<file path="config.mk">
export PLATFORM = sky130hd
export DESIGN_NAME = pmd_regs
export DESIGN_NICKNAME = d
export VERILOG_FILES = /design/src/logic/pmd_pkg.sv /design/src/logic/pmd_regs.sv
export SDC_FILE = /design/constraint.sdc
export NUM_CORES = 1
export LEC_CHECK = 0
export BUFFER_PORTS_ARGS = -buffer_cell sky130_fd_sc_hd__buf_2
export CAP_MARGIN = 5
export CORE_UTILIZATION = 50
export CTS_CLUSTER_SIZE = 14
export DETAILED_ROUTE_END_ITERATION = 16
export PLACE_DENSITY = 0.86
export SYNTH_ARGS = -nofsm -noshare
export SYNTH_HDL_FRONTEND = slang
export SYNTH_SLANG_ARGS = --single-unit
</file>
<file path="constraint.sdc">
create_clock -name aclk -period 4.6 [get_ports aclk]
set_input_delay 1.38 -clock aclk [delete_from_list [all_inputs] [get_ports aclk]]
set_output_delay 1.38 -clock aclk [all_outputs]
set_load 0.1 [all_outputs]
</file>
<file path="src/logic/pmd_pkg.sv">
// Purpose: shared constants and types for the peripheral disable register
// Assumes: AXI4-Lite slave, 32-bit data, one aligned word per register
// Notes:   offsets and reset values named once here
package pmd_pkg;

	// ----------------------------------------------------------------
	// register map
	// ----------------------------------------------------------------
	localparam logic [3:0]  PMD_ONE_OFFSET = 4'h0;   // peripheral_disable_one
	localparam logic [15:0] PMD_ONE_RESET  = 16'h0000;
	localparam logic [15:0] PMD_ONE_MASK   = 16'h38fb; // implemented bits

	// ----------------------------------------------------------------
	// field positions
	// ----------------------------------------------------------------
	localparam int PMD_TIMER_THREE_BIT = 13;
	localparam int PMD_TIMER_TWO_BIT   = 12;
	localparam int PMD_TIMER_ONE_BIT   = 11;
	localparam int PMD_I2C_ONE_BIT     = 7;
	localparam int PMD_UART_TWO_BIT    = 6;
	localparam int PMD_UART_ONE_BIT    = 5;
	localparam int PMD_SPI_TWO_BIT     = 4;
	localparam int PMD_SPI_ONE_BIT     = 3;
	localparam int PMD_CAN_ONE_BIT     = 1;
	localparam int PMD_ADC_ONE_BIT     = 0;

	// ----------------------------------------------------------------
	// AXI responses
	// ----------------------------------------------------------------
	localparam logic [1:0] PMD_RESP_OKAY   = 2'h0;
	localparam logic [1:0] PMD_RESP_SLVERR = 2'h2;

	// module-disable outputs, one per peripheral
	typedef struct packed {
		logic timer_three_off;
		logic timer_two_off;
		logic timer_one_off;
		logic i2c_unit_one_off;
		logic uart_two_off;
		logic uart_one_off;
		logic spi_unit_two_off;
		logic spi_unit_one_off;
		logic can_unit_one_off;
		logic adc_unit_one_off;
	} pmd_off_s;

endpackage

</file>
<file path="src/logic/pmd_regs.sv">
// Purpose: peripheral module disable register behind an AXI4-Lite slave
// Assumes: one clock aclk, synchronous active-low reset aresetn
// Notes:   one write and one read in flight at most; other addresses map to SLVERR
`timescale 1ns/100ps
module pmd_regs
	import pmd_pkg::*;
(
	input  wire logic              aclk,
	input  wire logic              aresetn,
	input  wire logic [31:0]       s_axi_awaddr,
	input  wire logic [2:0]        s_axi_awprot,
	input  wire logic              s_axi_awvalid,
	output logic                   s_axi_awready,
	input  wire logic [31:0]       s_axi_wdata,
	input  wire logic [3:0]        s_axi_wstrb,
	input  wire logic              s_axi_wvalid,
	output logic                   s_axi_wready,
	output logic [1:0]             s_axi_bresp,
	output logic                   s_axi_bvalid,
	input  wire logic              s_axi_bready,
	input  wire logic [31:0]       s_axi_araddr,
	input  wire logic [2:0]        s_axi_arprot,
	input  wire logic              s_axi_arvalid,
	output logic                   s_axi_arready,
	output logic [31:0]            s_axi_rdata,
	output logic [1:0]             s_axi_rresp,
	output logic                   s_axi_rvalid,
	input  wire logic              s_axi_rready,
	output pmd_pkg::pmd_off_s      module_off
);
	import pmd_pkg::*;

	// ----------------------------------------------------------------
	// state
	// ----------------------------------------------------------------
	logic        aw_held_reg;     // write address captured
	logic        w_held_reg;      // write data captured
	logic [31:0] awaddr_reg;
	logic [31:0] wdata_reg;
	logic [3:0]  wstrb_reg;
	logic        bvalid_reg;
	logic [1:0]  bresp_reg;
	logic        rvalid_reg;
	logic [1:0]  rresp_reg;
	logic [31:0] rdata_reg;
	logic [15:0] disable_reg;
	logic [15:0] disable_next;

	// ----------------------------------------------------------------
	// write path decode
	// ----------------------------------------------------------------
	// ready while nothing held and no response pending
	assign s_axi_awready = !aw_held_reg && !bvalid_reg;
	assign s_axi_wready  = !w_held_reg && !bvalid_reg;

	wire         aw_take   = s_axi_awvalid && s_axi_awready;
	wire         w_take    = s_axi_wvalid && s_axi_wready;
	wire         aw_have   = aw_held_reg || aw_take;
	wire         w_have    = w_held_reg || w_take;
	wire         wr_fire   = aw_have && w_have;
	wire [31:0]  wr_addr   = aw_held_reg ? awaddr_reg : s_axi_awaddr;
	wire [31:0]  wr_data   = w_held_reg ? wdata_reg : s_axi_wdata;
	wire [3:0]   wr_strb   = w_held_reg ? wstrb_reg : s_axi_wstrb;
	// only the one aligned word of the register is a hit
	wire         wr_hit    = (wr_addr == {28'h0, PMD_ONE_OFFSET});
	wire [15:0]  wr_bytes  = {{8{wr_strb[1]}}, {8{wr_strb[0]}}};

	// merge write under byte strobes; unimplemented bits forced to zero
	// bits 15-14, 10-8 and 2 dropped
	assign disable_next = ((disable_reg & ~wr_bytes) |
	                       (wr_data[15:0] & wr_bytes)) & PMD_ONE_MASK;

	// ----------------------------------------------------------------
	// write channel registers
	// ----------------------------------------------------------------
	// capture address and data in either order, answer once both seen
	always_ff @(posedge aclk) begin
		if (!aresetn) begin
			aw_held_reg <= 1'b0;
			w_held_reg  <= 1'b0;
			awaddr_reg  <= 32'h0;
			wdata_reg   <= 32'h0;
			wstrb_reg   <= 4'h0;
			bvalid_reg  <= 1'b0;
			bresp_reg   <= PMD_RESP_OKAY;
		end else begin
			if (wr_fire) begin
				aw_held_reg <= 1'b0;
				w_held_reg  <= 1'b0;
				bvalid_reg  <= 1'b1;
				bresp_reg   <= wr_hit ? PMD_RESP_OKAY : PMD_RESP_SLVERR;
			end else begin
				if (aw_take) begin
					aw_held_reg <= 1'b1;
					awaddr_reg  <= s_axi_awaddr;
				end
				if (w_take) begin
					w_held_reg <= 1'b1;
					wdata_reg  <= s_axi_wdata;
					wstrb_reg  <= s_axi_wstrb;
				end
				if (bvalid_reg && s_axi_bready) begin
					bvalid_reg <= 1'b0;
				end
			end
		end
	end

	// ----------------------------------------------------------------
	// disable register
	// ----------------------------------------------------------------
	// all bits reset to zero, every module enabled
	always_ff @(posedge aclk) begin
		if (!aresetn) begin
			disable_reg <= PMD_ONE_RESET;
		end else if (wr_fire && wr_hit) begin
			disable_reg <= disable_next;
		end
	end

	// ----------------------------------------------------------------
	// read path
	// ----------------------------------------------------------------
	assign s_axi_arready = !rvalid_reg;

	wire         ar_take = s_axi_arvalid && s_axi_arready;
	wire         rd_hit  = (s_axi_araddr == {28'h0, PMD_ONE_OFFSET});
	// unimplemented bits read zero via mask
	wire [31:0]  rd_word = {16'h0, disable_reg & PMD_ONE_MASK};

	// answer one cycle after the address is taken
	always_ff @(posedge aclk) begin
		if (!aresetn) begin
			rvalid_reg <= 1'b0;
			rresp_reg  <= PMD_RESP_OKAY;
			rdata_reg  <= 32'h0;
		end else if (ar_take) begin
			rvalid_reg <= 1'b1;
			rresp_reg  <= rd_hit ? PMD_RESP_OKAY : PMD_RESP_SLVERR;
			rdata_reg  <= rd_hit ? rd_word : 32'h0;
		end else if (rvalid_reg && s_axi_rready) begin
			rvalid_reg <= 1'b0;
		end
	end

	assign s_axi_bvalid = bvalid_reg;
	assign s_axi_bresp  = bresp_reg;
	assign s_axi_rvalid = rvalid_reg;
	assign s_axi_rresp  = rresp_reg;
	assign s_axi_rdata  = rdata_reg;

	// ----------------------------------------------------------------
	// module-disable outputs, straight from register bits
	// ----------------------------------------------------------------
	// third timer
	assign module_off.timer_three_off  = disable_reg[PMD_TIMER_THREE_BIT];
	assign module_off.timer_two_off    = disable_reg[PMD_TIMER_TWO_BIT];
	assign module_off.timer_one_off    = disable_reg[PMD_TIMER_ONE_BIT];
	assign module_off.i2c_unit_one_off = disable_reg[PMD_I2C_ONE_BIT];
	assign module_off.uart_two_off     = disable_reg[PMD_UART_TWO_BIT];
	assign module_off.uart_one_off     = disable_reg[PMD_UART_ONE_BIT];
	assign module_off.spi_unit_two_off = disable_reg[PMD_SPI_TWO_BIT];
	assign module_off.spi_unit_one_off = disable_reg[PMD_SPI_ONE_BIT];
	assign module_off.can_unit_one_off = disable_reg[PMD_CAN_ONE_BIT];
	assign module_off.adc_unit_one_off = disable_reg[PMD_ADC_ONE_BIT];

endmodule // pmd_regs

</file>
### Word-level counts from Yosys, hierarchy flattened

Index checks and enable logic that the tools add are counted.

| word-level totals | value |
|---|---|
| logic and storage cells | 49 |
| bits in registers | 98 |
| input bits | 113 |
| output and inout bits | 51 |

| operators by class | value |
|---|---|
| multiplexer cells | 10 |
| reduce and logical (&&, ||, !) cells | 22 |
| bitwise gates (word level) | 6 |

Operators by type and width:

| cell | count |
|---|---|
| $logic_not 32->1 | 2 |
| $mux 32 | 1 |
| $and 14x14->14 | 2 |
| $mux 14 | 2 |
| $not 14->14 | 1 |
| $or 14x14->14 | 1 |
| $logic_and 1x1->1 | 9 |
| $mux 2 | 3 |
| $logic_not 1->1 | 4 |
| $mux 1 | 4 |
| $reduce_and 2->1 | 2 |
| $reduce_bool 2->1 | 2 |
| $logic_or 1x1->1 | 2 |
| $not 1->1 | 2 |
| $reduce_or 2->1 | 1 |

### Longest topological paths before layout

| depth | value |
|---|---|
| depth after elaboration | 7 |
| mapped depth | 7 |
| gate-level depth less buffers | 5 |

### Least setup slack after synthesis

No wires, ideal clock.

| path | value |
|---|---|
| path kind | reg-to-output |
| start point | register bvalid_reg (netlist: s_axi_bvalid) |
| end point | output port s_axi_awready |
| buffers on the path | 0 |
| data required time | 3.220 ns |
| path slack | 1.132 ns |
| stages on the path, launching flop included | 2 |
| data arrival time | 2.088 ns |
| path through | dfxtp_1 nor2_1 |

| between the ends | value |
|---|---|
| word-level cells in the longest chain between the ends | 2 |

RTL lines:

| what | line | RTL |
|---|---|---|
| from (decl) | pmd_regs.sv:41 | `logic bvalid_reg;` |
| from (signal assigned) | pmd_regs.sv:84 | `bvalid_reg <= 1'b0;` |
| from (signal assigned) | pmd_regs.sv:90 | `bvalid_reg <= 1'b1;` |
| from (signal assigned) | pmd_regs.sv:103 | `bvalid_reg <= 1'b0;` |
| $logic_not 1->1 | pmd_regs.sv:53 | `assign s_axi_awready = !aw_held_reg && !bvalid_reg;` |
| $logic_and 1x1->1 | pmd_regs.sv:53 |  |
| to (decl) | pmd_regs.sv:13 | `output logic s_axi_awready,` |

Every way passes these cells.

### Worst setup path in the final report

| path | value |
|---|---|
| start point | register w_held_reg |
| end point | output port s_axi_wready |

| between the ends | value |
|---|---|
| word-level cells in the longest chain between the ends | 2 |

RTL lines:

| what | line | RTL |
|---|---|---|
| from (decl) | pmd_regs.sv:37 | `logic w_held_reg;` |
| from (signal assigned) | pmd_regs.sv:80 | `w_held_reg <= 1'b0;` |
| from (signal assigned) | pmd_regs.sv:89 | `w_held_reg <= 1'b0;` |
| from (signal assigned) | pmd_regs.sv:98 | `w_held_reg <= 1'b1;` |
| $logic_not 1->1 | pmd_regs.sv:54 | `assign s_axi_wready = !w_held_reg && !bvalid_reg;` |
| $logic_and 1x1->1 | pmd_regs.sv:54 |  |
| to (decl) | pmd_regs.sv:17 | `output logic s_axi_wready,` |

Every way passes these cells.

==> summary.txt <==
Timing
  • Final Max Tran Viols: 0
  • Highest Clock Rate: 337 MHz
  • Setup TNS: 0 ns
  • Worst slew pin tran: 1.20 ns
  • RSZ-0062 raised after global routing: no
  • Final WS setup: 1.63 ns
  • Tmin final: 2.97 ns
  • Fin. Hold Viols: 0
  • Fin crit share: 0.646
  • Slew headroom: 0.200
  • Finish-stage setup viols: 0
  • Clock skew: 0.00840 ns

Worst setup path
  • Setup CP Type: flop to primary output
  • Worst R2R Setup Slack: 2.11 ns
  • R2r startpoint: w_held_reg
  • Crit path launch type: flop
  • Worst R2R End: awaddr_reg[24]
  • CP Max Fanout: 17
  • Crit. End Element: primary output
  • Worst Setup EP: s_axi_wready
  • Worst R2R Path Depth: 4
  • Arr. time, crit path: 1.59 ns
  • CP Launch Point: w_held_reg
  • Worst EP required: 3.22 ns

GRT
  • Initial antenna violation count: 0
  • Met1 Usage GRT: 0.278
  • First-pass GRT wire length: 13.2 mm
  • Grt ovf: 0
  • Busiest metal layer after global routing: met2
  • Met3 Use GR: 0.0521
  • Met2 Track Usage GR: 0.396
  • All-Layer GR Usage: 0.230
  • Largest net degree at the start of global routing: 70
  • Vias in the first global route: 2983

Floorplanning
  • Core box area: 6460 sq um
  • Rows: 29
  • Initial core utilization: 0.526
  • Chip width: 84.4 microns
  • Die Ht: 84.4 microns
  • # IOs: 164
  • Die ar.: 7130 sq um

Drt
  • Initial DRC Count: 171
  • TritonRoute pass-1 iters: 12
  • Vias/cell: 5.22
  • DRT antenna net count: 0
  • DR WL/cell: 14.0 microns
  • DRC violations left: 6
  • Total Wirelength: 7.85 mm
  • Total number of vias: 2936

CTS
  • Hold Buf Count CTS: 0
  • Worst-path clk slew: 0.07 ns
  • Post-CTS Setup Inserts: 0
  • Worst skew pair latency: 0.34 ns
  • TritonCTS buffer count: 9
  • Post-CTS resize count: 0
  • CTS Buffer Depth: 2
  • # clock sinks: 70
  • CTS tree: built
  • H-tree depth: 3
  • Clk Tree Root Cell: clkbuf_8

Final layout
  • Nets: 595
  • Fillers: 565
  • Final Instance Count excl. Fillers: 562
  • Ant. Diodes: 0
  • Most frequent cells in the layout: 109 x buf_2, 70 x dfxtp_1, 68 x nand2_1
  • Post-layout util: 0.620
  • Layout Area Growth over Synthesis: 17.9%
  • Commonest non-fill, non-tap cell in the layout: buf_2
  • Share of cells above drive strength 1: 0.291

Placement
  • Placed insts: 548
  • Placer congestion estimate: 0.788
  • Dpl hpwl: 5.88 mm
  • # port buffers: 109
  • Worst slack at placement: 1.44 ns

Yosys
  • Mapped Cells: 386
  • Ys Warns: 0
  • #FFs+latches synth: 70
  • Avg Cell Area, Syn: 8.80 sq um
  • Yosys cell types: 40
  • Seq/Total Area, Yosys: 0.412
  • Synth Cell Area: 3400 sq um

Power
  • Pwr/cell area: 353 nW/um^2
  • Leakage: 0.00170 uW
  • VDD IR-drop max: 0.000225 V

Min path
  • Cells on Worst Hold Path: 2
  • Hold Path Class: flop to flop

Status
  • Failing checks: DRC
  • Status: finished with violations

Run
  • MaxCap Viol Count: 0
stage by stage:
stage               area (sq um)  total power (uW)  hold WS [ns]
global route                4010              1470         0.478
floorplan                   3480               931         0.435
CTS                         4010              1420         0.465
global placement            3830               976         0.442
detailed placement          3830               983         0.452
finish                      4010              1420         0.460
Yosys cell counts:
library cell / count / area share
nor3b_2: 1 / 0.0037
nor2b_1: 22 / 0.041
clkbuf_1: 10 / 0.011
inv_1: 3 / 0.0033
o21a_1: 1 / 0.0022
a22o_1: 1 / 0.0026
mux2_2: 2 / 0.0066
nor3_1: 7 / 0.010
nor4_2: 2 / 0.0074
nand3b_1: 2 / 0.0044
o22a_1: 1 / 0.0026
and3b_1: 1 / 0.0026
nor4b_2: 1 / 0.0044
nand4_1: 3 / 0.0055
a21bo_2: 1 / 0.0029
or4_1: 1 / 0.0022
o21ai_0: 2 / 0.0029
a22oi_2: 1 / 0.0037
nor2_1: 23 / 0.025
nand4b_1: 1 / 0.0026
a211oi_2: 1 / 0.0037
buf_1: 1 / 0.0011
buf_4: 25 / 0.055
a21boi_1: 7 / 0.015
mux2i_1: 22 / 0.065
buf_6: 2 / 0.0066
nand2_1: 68 / 0.075
buf_2: 10 / 0.015
and2_1: 2 / 0.0037
dfxtp_1: 70 / 0.41
o41ai_1: 1 / 0.0026
nor4_1: 15 / 0.028
o41ai_2: 9 / 0.043
conb_1: 1 / 0.0011
a21oi_1: 12 / 0.018
a211oi_1: 1 / 0.0022
o211a_1: 1 / 0.0029
a22oi_1: 11 / 0.024
a21boi_0: 25 / 0.055
nand3_1: 16 / 0.024
layer usage:
layer  part of all wire  up-vias
met1               0.45     1349
met4              0.020        0
met5                  0        -
met3              0.032       12
met2               0.49       80
li1                   -     1495
layout make-up:
class	instances	area [sq um]	share of cell area
clock buffer	13	169	0.0422
clock inverter	1	5.00	0.00125
inverter	3	11.3	0.00281
multi-input combinational	288	1770	0.442
sequential	70	1400	0.350
tap	77	96.3	0.0240
timing repair buffer	110	553	0.138
kinds of logic after synthesis:
| group | synth area share |
|---|---|
| AOI/OAI and AO/OA | 0.184 |
| buffers and inverters | 0.0920 |
| DFF | 0.412 |
| muxes | 0.0714 |
| other | 0.00110 |
| and+or+nand+nor | 0.239 |
worst max-delay path, cell delays in order, from the launching register on:
cell and delay (ns):
dfxtp_1 0.84, nor2_1 0.08, buf_2 0.32
worst min-delay path by stage:
stage | end | slack (ns) | startpoint
6_report | awaddr_reg[17] | 0.46 | awaddr_reg[17]
5_1_grt | awaddr_reg[6] | 0.48 | awaddr_reg[6]
4_1_cts | awaddr_reg[5] | 0.46 | awaddr_reg[5]
3_5_place_dp | awaddr_reg[18] | 0.45 | awaddr_reg[18]
3_3_place_gp | awaddr_reg[10] | 0.44 | awaddr_reg[10]
2_1_floorplan | awaddr_reg[18] | 0.44 | awaddr_reg[18]
power breakdown:
part	total [uW]	switching (uW)	internal, uW
logic	317	232	85.1
registers	654	22.8	631
clock network	445	211	233
No activity file was read; power rests on OpenSTA's default activity.
